==> src/verilog/pwmp_pkg.sv <==
// constants, state codes and carrier types of the pulse processing logic
package pwmp_pkg;

   // clock and oscillator timing
   localparam int CLK_PERIOD_NS = 100;
   localparam int OSC_PERIOD_NS = 30000;
   localparam int OSC_CYC = OSC_PERIOD_NS / CLK_PERIOD_NS;
   localparam int DEAD_PCT_MIN = 3;
   localparam int CHG_DIS_RATIO = 29;
   localparam int DEAD_CYC_RATIO = (OSC_CYC + CHG_DIS_RATIO) / (CHG_DIS_RATIO + 1);
   localparam int DEAD_CYC_PCT = (OSC_CYC * DEAD_PCT_MIN + 99) / 100;
   localparam int DEAD_CYC = (DEAD_CYC_RATIO > DEAD_CYC_PCT) ? DEAD_CYC_RATIO : DEAD_CYC_PCT;
   localparam int CHARGE_CYC = OSC_CYC - DEAD_CYC;
   localparam int SYNC_PULSE_NS = 200;
   localparam int SYNC_CYC = (SYNC_PULSE_NS + CLK_PERIOD_NS - 1) / CLK_PERIOD_NS;

   // widths
   localparam int CNT_W = 16;
   localparam int DEAD_EXT_W = 8;
   localparam int SYNC_STAGES = 3;

   localparam logic [CNT_W-1:0] CHARGE_LAST = CNT_W'(CHARGE_CYC - 1);
   localparam logic [CNT_W-1:0] DEAD_BASE = CNT_W'(DEAD_CYC);
   localparam logic [CNT_W-1:0] SYNC_LEN = CNT_W'(SYNC_CYC);

   // oscillator phases
   typedef enum logic [1:0] {
      PWMP_OSC_CHARGE = 2'b01,
      PWMP_OSC_DISCHARGE = 2'b10
   } pwmp_osc_e;

   // pin inputs after synchronisation
   typedef struct packed {
      logic pwm_cmp;
      logic cur_ok;
      logic shutdown_n;
      logic ref_ok;
      logic ss_reset_ext_n;
      logic sync_line;
      logic [DEAD_EXT_W-1:0] dead_ext;
   } pwmp_in_s;

   localparam int IN_W = $bits(pwmp_in_s);
   localparam logic [IN_W-1:0] IN_RESET = 14'h0000;

   // oscillator results
   typedef struct packed {
      logic cycle_start;
      logic dead;
      logic sync_drive;
   } pwmp_osc_s;

   // driver pair
   typedef struct packed {
      logic drive_a;
      logic drive_b;
   } pwmp_drv_s;

   localparam logic [1:0] DRV_RESET = 2'h0;

endpackage

==> src/verilog/pwmp_in_sync.sv <==
// three-stage pin synchroniser, output changes once stages two and three agree
`timescale 1ns/1ps
module pwmp_in_sync #(
   parameter int W = 1,
   parameter logic [W-1:0] RST = '0
) (
   input wire logic clk,
   input wire logic reset_n,
   input wire logic [W-1:0] pin,
   output logic [W-1:0] sync
);
   logic [W-1:0] s1_q;
   logic [W-1:0] s2_q;
   logic [W-1:0] s3_q;
   logic [W-1:0] out_q;
   logic [W-1:0] out_d;

   genvar i;
   generate
      for (i = 0; i < W; i++) begin : g_bit
         always_comb begin
            out_d[i] = (s2_q[i] == s3_q[i]) ? s3_q[i] : out_q[i];
         end
      end
   endgenerate

   always_ff @(posedge clk or negedge reset_n) begin
      if (!reset_n) begin
         s1_q <= RST;
         s2_q <= RST;
         s3_q <= RST;
         out_q <= RST;
      end else begin
         s1_q <= pin;
         s2_q <= s1_q;
         s3_q <= s2_q;
         out_q <= out_d;
      end
   end

   assign sync = out_q;
endmodule

==> src/verilog/pwmp_osc.sv <==
// cycle timer: charge and dead phases, sync pulse out, external sync in
`timescale 1ns/1ps
module pwmp_osc (
   input wire logic clk,
   input wire logic reset_n,
   input wire logic sync_line,
   input wire logic [pwmp_pkg::DEAD_EXT_W-1:0] dead_ext,
   output pwmp_pkg::pwmp_osc_s osc
);
   pwmp_pkg::pwmp_osc_e state_q;
   pwmp_pkg::pwmp_osc_e state_d;
   logic [pwmp_pkg::CNT_W-1:0] cnt_q;
   logic [pwmp_pkg::CNT_W-1:0] cnt_d;
   logic start_q;
   logic start_d;
   logic drive_q;
   logic drive_d;
   logic line_q;
   logic ext_rise;
   logic [pwmp_pkg::CNT_W-1:0] dead_last;

   // own drive is seen back during discharge only, so ext edges count in charge
   assign ext_rise = sync_line & ~line_q;
   assign dead_last = pwmp_pkg::DEAD_BASE + {{(pwmp_pkg::CNT_W-pwmp_pkg::DEAD_EXT_W){1'b0}}, dead_ext}
                      - pwmp_pkg::CNT_W'(1);

   always_comb begin
      state_d = state_q;
      cnt_d = cnt_q + pwmp_pkg::CNT_W'(1);
      start_d = 1'b0;
      drive_d = 1'b0;
      case (state_q)
         pwmp_pkg::PWMP_OSC_CHARGE: begin
            if (cnt_q == pwmp_pkg::CHARGE_LAST || ext_rise) begin
               state_d = pwmp_pkg::PWMP_OSC_DISCHARGE;
               cnt_d = '0;
               start_d = 1'b1;
               drive_d = 1'b1;
            end
         end
         pwmp_pkg::PWMP_OSC_DISCHARGE: begin
            drive_d = (cnt_q + pwmp_pkg::CNT_W'(1)) < pwmp_pkg::SYNC_LEN;
            if (cnt_q >= dead_last) begin
               state_d = pwmp_pkg::PWMP_OSC_CHARGE;
               cnt_d = '0;
            end
         end
         default: begin
            state_d = pwmp_pkg::PWMP_OSC_CHARGE;
            cnt_d = '0;
         end
      endcase
   end

   always_ff @(posedge clk or negedge reset_n) begin
      if (!reset_n) begin
         state_q <= pwmp_pkg::PWMP_OSC_CHARGE;
         cnt_q <= '0;
         start_q <= 1'b0;
         drive_q <= 1'b0;
         line_q <= 1'b0;
      end else begin
         state_q <= state_d;
         cnt_q <= cnt_d;
         start_q <= start_d;
         drive_q <= drive_d;
         line_q <= sync_line;
      end
   end

   assign osc.cycle_start = start_q;
   assign osc.dead = (state_q == pwmp_pkg::PWMP_OSC_DISCHARGE);
   assign osc.sync_drive = drive_q;
endmodule

==> src/verilog/pwmp_pulse_logic.sv <==
// pulse processing logic: gating, metering, double pulse suppression, lockout
`timescale 1ns/1ps
module pwmp_pulse_logic (
   input wire logic clk,
   input wire logic reset_n,
   input wire logic pwm_cmp,
   input wire logic cur_ok,
   input wire logic shutdown_n,
   input wire logic ref_ok,
   input wire logic ss_reset_ext_n,
   input wire logic [pwmp_pkg::DEAD_EXT_W-1:0] dead_ext,
   input wire logic sync_in,
   output logic sync_out,
   output logic sync_oe_n,
   output logic drive_a,
   output logic drive_b,
   output logic ss_reset_n,
   output logic lockout,
   output logic toggle_sel,
   output logic cycle_start
);
   pwmp_pkg::pwmp_in_s pin_raw;
   pwmp_pkg::pwmp_in_s pin_s;
   pwmp_pkg::pwmp_osc_s osc;

   logic gated;
   logic metered;
   logic deliver;
   logic armed_q;
   logic armed_d;
   logic pass_q;
   logic pass_d;
   logic mem_set_q;
   logic mem_set_d;
   logic tog_q;
   logic tog_d;
   logic lock_q;
   logic lock_d;
   logic ss_n_q;
   logic ss_n_d;
   pwmp_pkg::pwmp_drv_s drv_q;
   pwmp_pkg::pwmp_drv_s drv_d;

   // input synchronisation
   always_comb begin
      pin_raw.pwm_cmp = pwm_cmp;
      pin_raw.cur_ok = cur_ok;
      pin_raw.shutdown_n = shutdown_n;
      pin_raw.ref_ok = ref_ok;
      pin_raw.ss_reset_ext_n = ss_reset_ext_n;
      pin_raw.sync_line = sync_in;
      pin_raw.dead_ext = dead_ext;
   end

   pwmp_in_sync #(
      .W(pwmp_pkg::IN_W),
      .RST(pwmp_pkg::IN_RESET)
   ) u_sync (
      .clk(clk),
      .reset_n(reset_n),
      .pin(pin_raw),
      .sync(pin_s)
   );

   // cycle timer
   pwmp_osc u_osc (
      .clk(clk),
      .reset_n(reset_n),
      .sync_line(pin_s.sync_line),
      .dead_ext(pin_s.dead_ext),
      .osc(osc)
   );

   // input gating and metering
   assign gated = pin_s.pwm_cmp & pin_s.cur_ok & pin_s.shutdown_n;
   assign metered = armed_q & gated & ~osc.dead;
   assign deliver = metered & ~lock_q;

   always_comb begin
      armed_d = armed_q;
      pass_d = deliver;
      if (osc.cycle_start) begin
         armed_d = 1'b1;
      end else if (pass_q && !deliver) begin
         armed_d = 1'b0;
      end
   end

   always_ff @(posedge clk or negedge reset_n) begin
      if (!reset_n) begin
         armed_q <= 1'b0;
         pass_q <= 1'b0;
      end else begin
         armed_q <= armed_d;
         pass_q <= pass_d;
      end
   end

   // memory and toggle flip-flops
   always_comb begin
      mem_set_d = mem_set_q;
      tog_d = tog_q;
      if (osc.cycle_start) begin
         if (!mem_set_q) begin
            tog_d = ~tog_q;
         end
         mem_set_d = 1'b1;
      end
      if (deliver) begin
         mem_set_d = 1'b0;
      end
   end

   always_ff @(posedge clk or negedge reset_n) begin
      if (!reset_n) begin
         mem_set_q <= 1'b1;
         tog_q <= 1'b0;
      end else begin
         mem_set_q <= mem_set_d;
         tog_q <= tog_d;
      end
   end

   // lockout and soft-start reset
   always_comb begin
      lock_d = ~pin_s.ref_ok;
      ss_n_d = pin_s.ss_reset_ext_n & ~lock_d;
   end

   always_ff @(posedge clk or negedge reset_n) begin
      if (!reset_n) begin
         lock_q <= 1'b1;
         ss_n_q <= 1'b0;
      end else begin
         lock_q <= lock_d;
         ss_n_q <= ss_n_d;
      end
   end

   // output drivers
   always_comb begin
      drv_d.drive_a = deliver & ~tog_q;
      drv_d.drive_b = deliver & tog_q;
   end

   always_ff @(posedge clk or negedge reset_n) begin
      if (!reset_n) begin
         drv_q <= pwmp_pkg::DRV_RESET;
      end else begin
         drv_q <= drv_d;
      end
   end

   assign drive_a = drv_q.drive_a;
   assign drive_b = drv_q.drive_b;
   assign ss_reset_n = ss_n_q;
   assign lockout = lock_q;
   assign toggle_sel = tog_q;
   assign cycle_start = osc.cycle_start;
   assign sync_out = osc.sync_drive;
   assign sync_oe_n = ~osc.sync_drive;
endmodule
==> config.mk <==
export PLATFORM = sky130hd
export DESIGN_NAME = pwmp_pulse_logic
export DESIGN_NICKNAME = d
export VERILOG_FILES = /design/src/verilog/pwmp_pkg.sv /design/src/verilog/pwmp_in_sync.sv /design/src/verilog/pwmp_osc.sv /design/src/verilog/pwmp_pulse_logic.sv
export SDC_FILE = /design/constraint.sdc
export NUM_CORES = 1
export LEC_CHECK = 0
export BUFFER_PORTS_ARGS = -buffer_cell sky130_fd_sc_hd__buf_4
export CAP_MARGIN = 20
export CORE_ASPECT_RATIO = 0.8
export CORE_MARGIN = 10
export CORE_UTILIZATION = 54
export DETAILED_ROUTE_END_ITERATION = 16
export GPL_TIMING_DRIVEN = 0
export PLACE_DENSITY = 0.79
export SLEW_MARGIN = 15
export SYNTH_ARGS = -nofsm -noshare
export SYNTH_HDL_FRONTEND = slang
export SYNTH_HIERARCHICAL = 1
export SYNTH_SLANG_ARGS = --single-unit
export TNS_END_PERCENT = 20
==> constraint.sdc <==
create_clock -name clk -period 2.4 [get_ports clk]
set_clock_uncertainty 0.1 [all_clocks]
set_input_delay 0.24 -clock clk [delete_from_list [all_inputs] [get_ports clk]]
set_output_delay 0.24 -clock clk [all_outputs]
set_load 0.01 [all_outputs]
==> impl_metrics.yaml <==
setup_path:
  crit_type: "reg2reg"
  critical_path_at_ns: 2.71
  cp-end-kind: "register"
  cp_slowest_cell: "sky130_fd_sc_hd__dfrtp_2"
  worst_setup_path_start_kind: "register"
  critPathMostFrequentCell: "sky130_fd_sc_hd__a21o_1"
  cp_data_required_time_ns: 2.55
  max_stage_delay_ns: 0.45
  path_cells: "and3_4 > o21ai_2 > xor2_1 > ha_1 > a21o_1 > a21o_1 > a221oi_4 > o21ai_4 > clkbuf_16 > a211oi_2"
  timing.critical_path.buf_inv: 1
  path_max_fanout: 6
  cpLargestDelayFamily: "compound AO/OA/AOI/OAI gates"
grt:
  groute.layer.met2.usage_pct: 22.4
  globalRoute.busiestLayer: "met2"
  grt_start_max_net_pins: 86
  globalRouteMet3Util_pct: 4.60
  first_global_vias: 2420
  groute.usage.overall_pct: 13.8
  met1_usage_pct: 17.3
  number_of_antenna_violations_at_the_first_check_in_global_routing: 0
  grt_pass1_wl_mm: 11.9
  globalRouteOverflowTotal: 0
route:
  routed_wire_length_per_instance_um: 16.4
  vias_per_cell: 5.42
  first_iter_violations: 112
  totalWireLength_mm: 7.03
  antenna_violating_nets_remaining: 0
  drc: 0
  drt_pre_antenna_iters: 4
  route.vias.total: 2318
placed_design:
  pre_cts_ws_ns: -0.222
  portBuffers: 23
  routabilityCongestion: 0.784
  place_hpwl_mm: 4.31
power_and_ir_drop:
  internal-power_mw: 2.50
  power_density_over_the_cells_nw_per_um2: 819
  p_leak_nw: 1.98
  power_switching_mw: 1.21
  worst_ir_drop_vdd_mv: 0.856
  power.clock.fraction_pct: 28.1
  share_of_power_burned_in_registers_pct: 45.7
  netSwitchingFraction_pct: 32.5
  power.combinational.fraction_pct: 26.2
final_layout:
  synthToLayoutAreaGrowth_pct: 23.2
  antenna_cells_inserted: 0
  final.fill_count: 458
  sequential_area_um2: 2130
  drive_above_1_share_pct: 36.3
  nNetsFinal: 369
  layout.core_utilization_pct: 69.5
  multi_input_logic_area_um2: 1490
yosys:
  yosysTopAreaCell: "sky130_fd_sc_hd__dfrtp_1"
  post_synth.cell_area_avg_um2: 13.2
  mappedNetlistNets: 308
  netlist_instances: 278
  sequential_to_total_area_share_from_yosys_stat_pct: 58.0
  yosys.area.top_type_share_pct: 55.9
  ys_ff_latch: 85
  netlist_area_um2: 3670
  async_set_reset_flop_share_out_of_synthesis_pct: 100
  ys_types: 61
  post_synth_main_area_contributors: "sky130_fd_sc_hd__dfrtp_1 (56%), sky130_fd_sc_hd__ha_1 (4.8%), sky130_fd_sc_hd__maj3_2 (4.3%)"
  synth-edff-count: 0
  synth-warning-count: 6
  synth_top_flop_cell: "sky130_fd_sc_hd__dfrtp_1"
timing:
  achievable-frequency_ghz: 0.392
  final_max_slew_viol_count: 0
  finalWorstPathRequiredPeriod_ns: 2.55
  relSlewSlack_pct: 46.6
  hold-worst-slack_ns: 0.204
  min_period_over_period_pct: 106
  worst-slew-pin-transition_ns: 0.801
  layout_setup_ws_ns: -0.154
  rsz_0062_raised_after_global_routing: "true"
  timing_hold_violations_final: 0
  setup_violations: 18
cts:
  clk_latency_ns: 0.35
  max-clock-path-buffers: 2
  cts_root_buf: "sky130_fd_sc_hd__clkbuf_8"
  clk_pin_slew_ns: 0.09
  cts.sinks: 85
  cts_inserted_buffers: 9
  htree_num_levels: 3
  tritoncts: "built"
status:
  outcome: "finished, violations left"
  violated_checks: "negative setup slack"
floorplan:
  floorplan.rows: 26
  die_area_um2: 10500
  floorplan.die.width_um: 112
  chipHeight_um: 93.8
  core_um2: 6510
  start_util_pct: 56.4
  io-pin-count: 24
hold_path:
  hold_path.class: "in2async"
flow_run:
  max_cap_violations: 0
## registers in the layout (all words and copies together), names as in the netlist
| name | count |
|---|---|
| u_osc/line_q | 1 |
| u_sync/s2_q | 14 |
| u_sync/s1_q | 14 |
| u_sync/s3_q | 14 |
| ss_reset_n | 1 |
| lockout | 1 |
| u_osc/drive_q | 1 |
| u_osc/state_q | 2 |
| toggle_sel | 1 |
| drive_a | 1 |
| u_sync/sync | 14 |
| drive_b | 1 |
| pass_q | 1 |
| armed_q | 1 |
| u_osc/cnt_q | 16 |
| mem_set_q | 1 |
| u_osc/start_q | 1 |
## Yosys cell counts (6+ instances only)
cell / n
sky130_fd_sc_hd__maj3_2: 14
sky130_fd_sc_hd__nor2_1: 10
sky130_fd_sc_hd__a211oi_2: 11
sky130_fd_sc_hd__a211oi_1: 6
sky130_fd_sc_hd__nor3_1: 6
sky130_fd_sc_hd__nand3_1: 7
sky130_fd_sc_hd__ha_1: 14
sky130_fd_sc_hd__xnor2_1: 10
sky130_fd_sc_hd__nand2_1: 16
sky130_fd_sc_hd__xor2_1: 11
sky130_fd_sc_hd__dfrtp_1: 82
sky130_fd_sc_hd__inv_1: 13
sky130_fd_sc_hd__buf_2: 7
## per-layer routing
metal,vias up,share of wire [%],wire (um)
met3,7,5.8,405
met1,1151,44,3110
met2,52,49,3470
li1,1108,-,-
met4,0,0.71,50
met5,-,0,0
## power by group through the flow
stage               sequential (mW)  clock [mW]  combinational [mW]
floorplan                      1.70           0               0.580
global placement               1.71           0               0.783
detailed placement             1.71           0               0.805
CTS                            1.69        1.06               0.929
global route                   1.71        1.14                1.07
finish                         1.69        1.04               0.970
## cell type report
cell class | count | share of cell area, %
plain buffers | 13 | 1.88
multi-input cells | 167 | 33.0
repair buffers | 50 | 9.96
clock buffers | 11 | 3.13
flip-flops and latches | 85 | 47.2
inverters | 13 | 1.08
well taps | 84 | 2.32
clock inverters | 5 | 1.47
## placed cells by master, fill, tap and decap left out, types with 3 or more instances in the layout
cell type / n
sky130_fd_sc_hd__maj3_2: 14
sky130_fd_sc_hd__nand4_1: 3
sky130_fd_sc_hd__nand2_1: 16
sky130_fd_sc_hd__xor2_1: 11
sky130_fd_sc_hd__o21ai_0: 4
sky130_fd_sc_hd__nor2_1: 9
sky130_fd_sc_hd__a211oi_2: 14
sky130_fd_sc_hd__nor3_1: 5
sky130_fd_sc_hd__dfrtp_1: 80
sky130_fd_sc_hd__dlygate4sd3_1: 15
sky130_fd_sc_hd__nand3_1: 7
sky130_fd_sc_hd__dfstp_2: 3
sky130_fd_sc_hd__xnor2_1: 10
sky130_fd_sc_hd__buf_4: 35
sky130_fd_sc_hd__nor3_2: 3
sky130_fd_sc_hd__clkbuf_8: 10
sky130_fd_sc_hd__inv_1: 13
sky130_fd_sc_hd__buf_2: 7
sky130_fd_sc_hd__ha_1: 13
## worst register-to-register path, stage by stage, from the launching register on
cell	delay (ns)
sky130_fd_sc_hd__dfrtp_2	0.45
sky130_fd_sc_hd__and3_4	0.20
sky130_fd_sc_hd__o21ai_2	0.12
sky130_fd_sc_hd__xor2_1	0.17
sky130_fd_sc_hd__ha_1	0.26
sky130_fd_sc_hd__a21o_1	0.15
sky130_fd_sc_hd__a21o_1	0.20
sky130_fd_sc_hd__a221oi_4	0.31
sky130_fd_sc_hd__o21ai_4	0.15
sky130_fd_sc_hd__clkbuf_16	0.20
sky130_fd_sc_hd__a211oi_2	0.17
## worst paths after layout
path	start	end	slack (ns)	cells after the start
max	u_sync/sync[1]	u_osc/cnt_q[9]	-0.15	10
min	reset_n	u_sync/s3_q[0]	0.20	2
max reg2reg	u_sync/sync[1]	u_osc/cnt_q[9]	-0.15	10
min reg2reg	u_sync/s1_q[12]	u_sync/s2_q[12]	0.25	0
max in group asynchronous	reset_n	u_osc/state_q[0]	1.36	3
min in group clk	u_sync/s1_q[12]	u_sync/s2_q[12]	0.25	0
## through the flow
step	cells	power, mW	area, um2	setup TNS, ns
floorplan	278	2.27	3690	0
global placement	385	2.49	3970	-1.96
detailed placement	385	2.52	3970	-2.35
CTS	426	3.68	4470	-2.32
global route	428	3.92	4520	-4.83
finish	428	3.70	4520	-2.42
## cells by family (layout without fill, tap and decap cells)
group,count (synthesis),after routing,share of synthesized area (%)
DFF,85,85,58.0
adders and majority gates,28,28,9.06
buffers and inverters,26,92,3.51
muxes,1,1,0.307
and+or+nand+nor,69,69,12.3
AOI/OAI and AO/OA,48,48,11.8
xor gates and xnor gates,21,21,5.01
## what timing repair did
| item | 4_1_cts | 5_1_grt |
|---|---|---|
| cloned | 1 | 0 |
| setup buffers | 9 | 1 |
| resized for setup | 10 | 7 |
| pin swaps | 6 | 2 |
| endpoints found under the hold margin | 15 | 0 |
| hold buffers | 15 | 0 |
| setup endpoints to repair | 17 | 19 |
No activity file was read; power rests on OpenSTA's default activity.
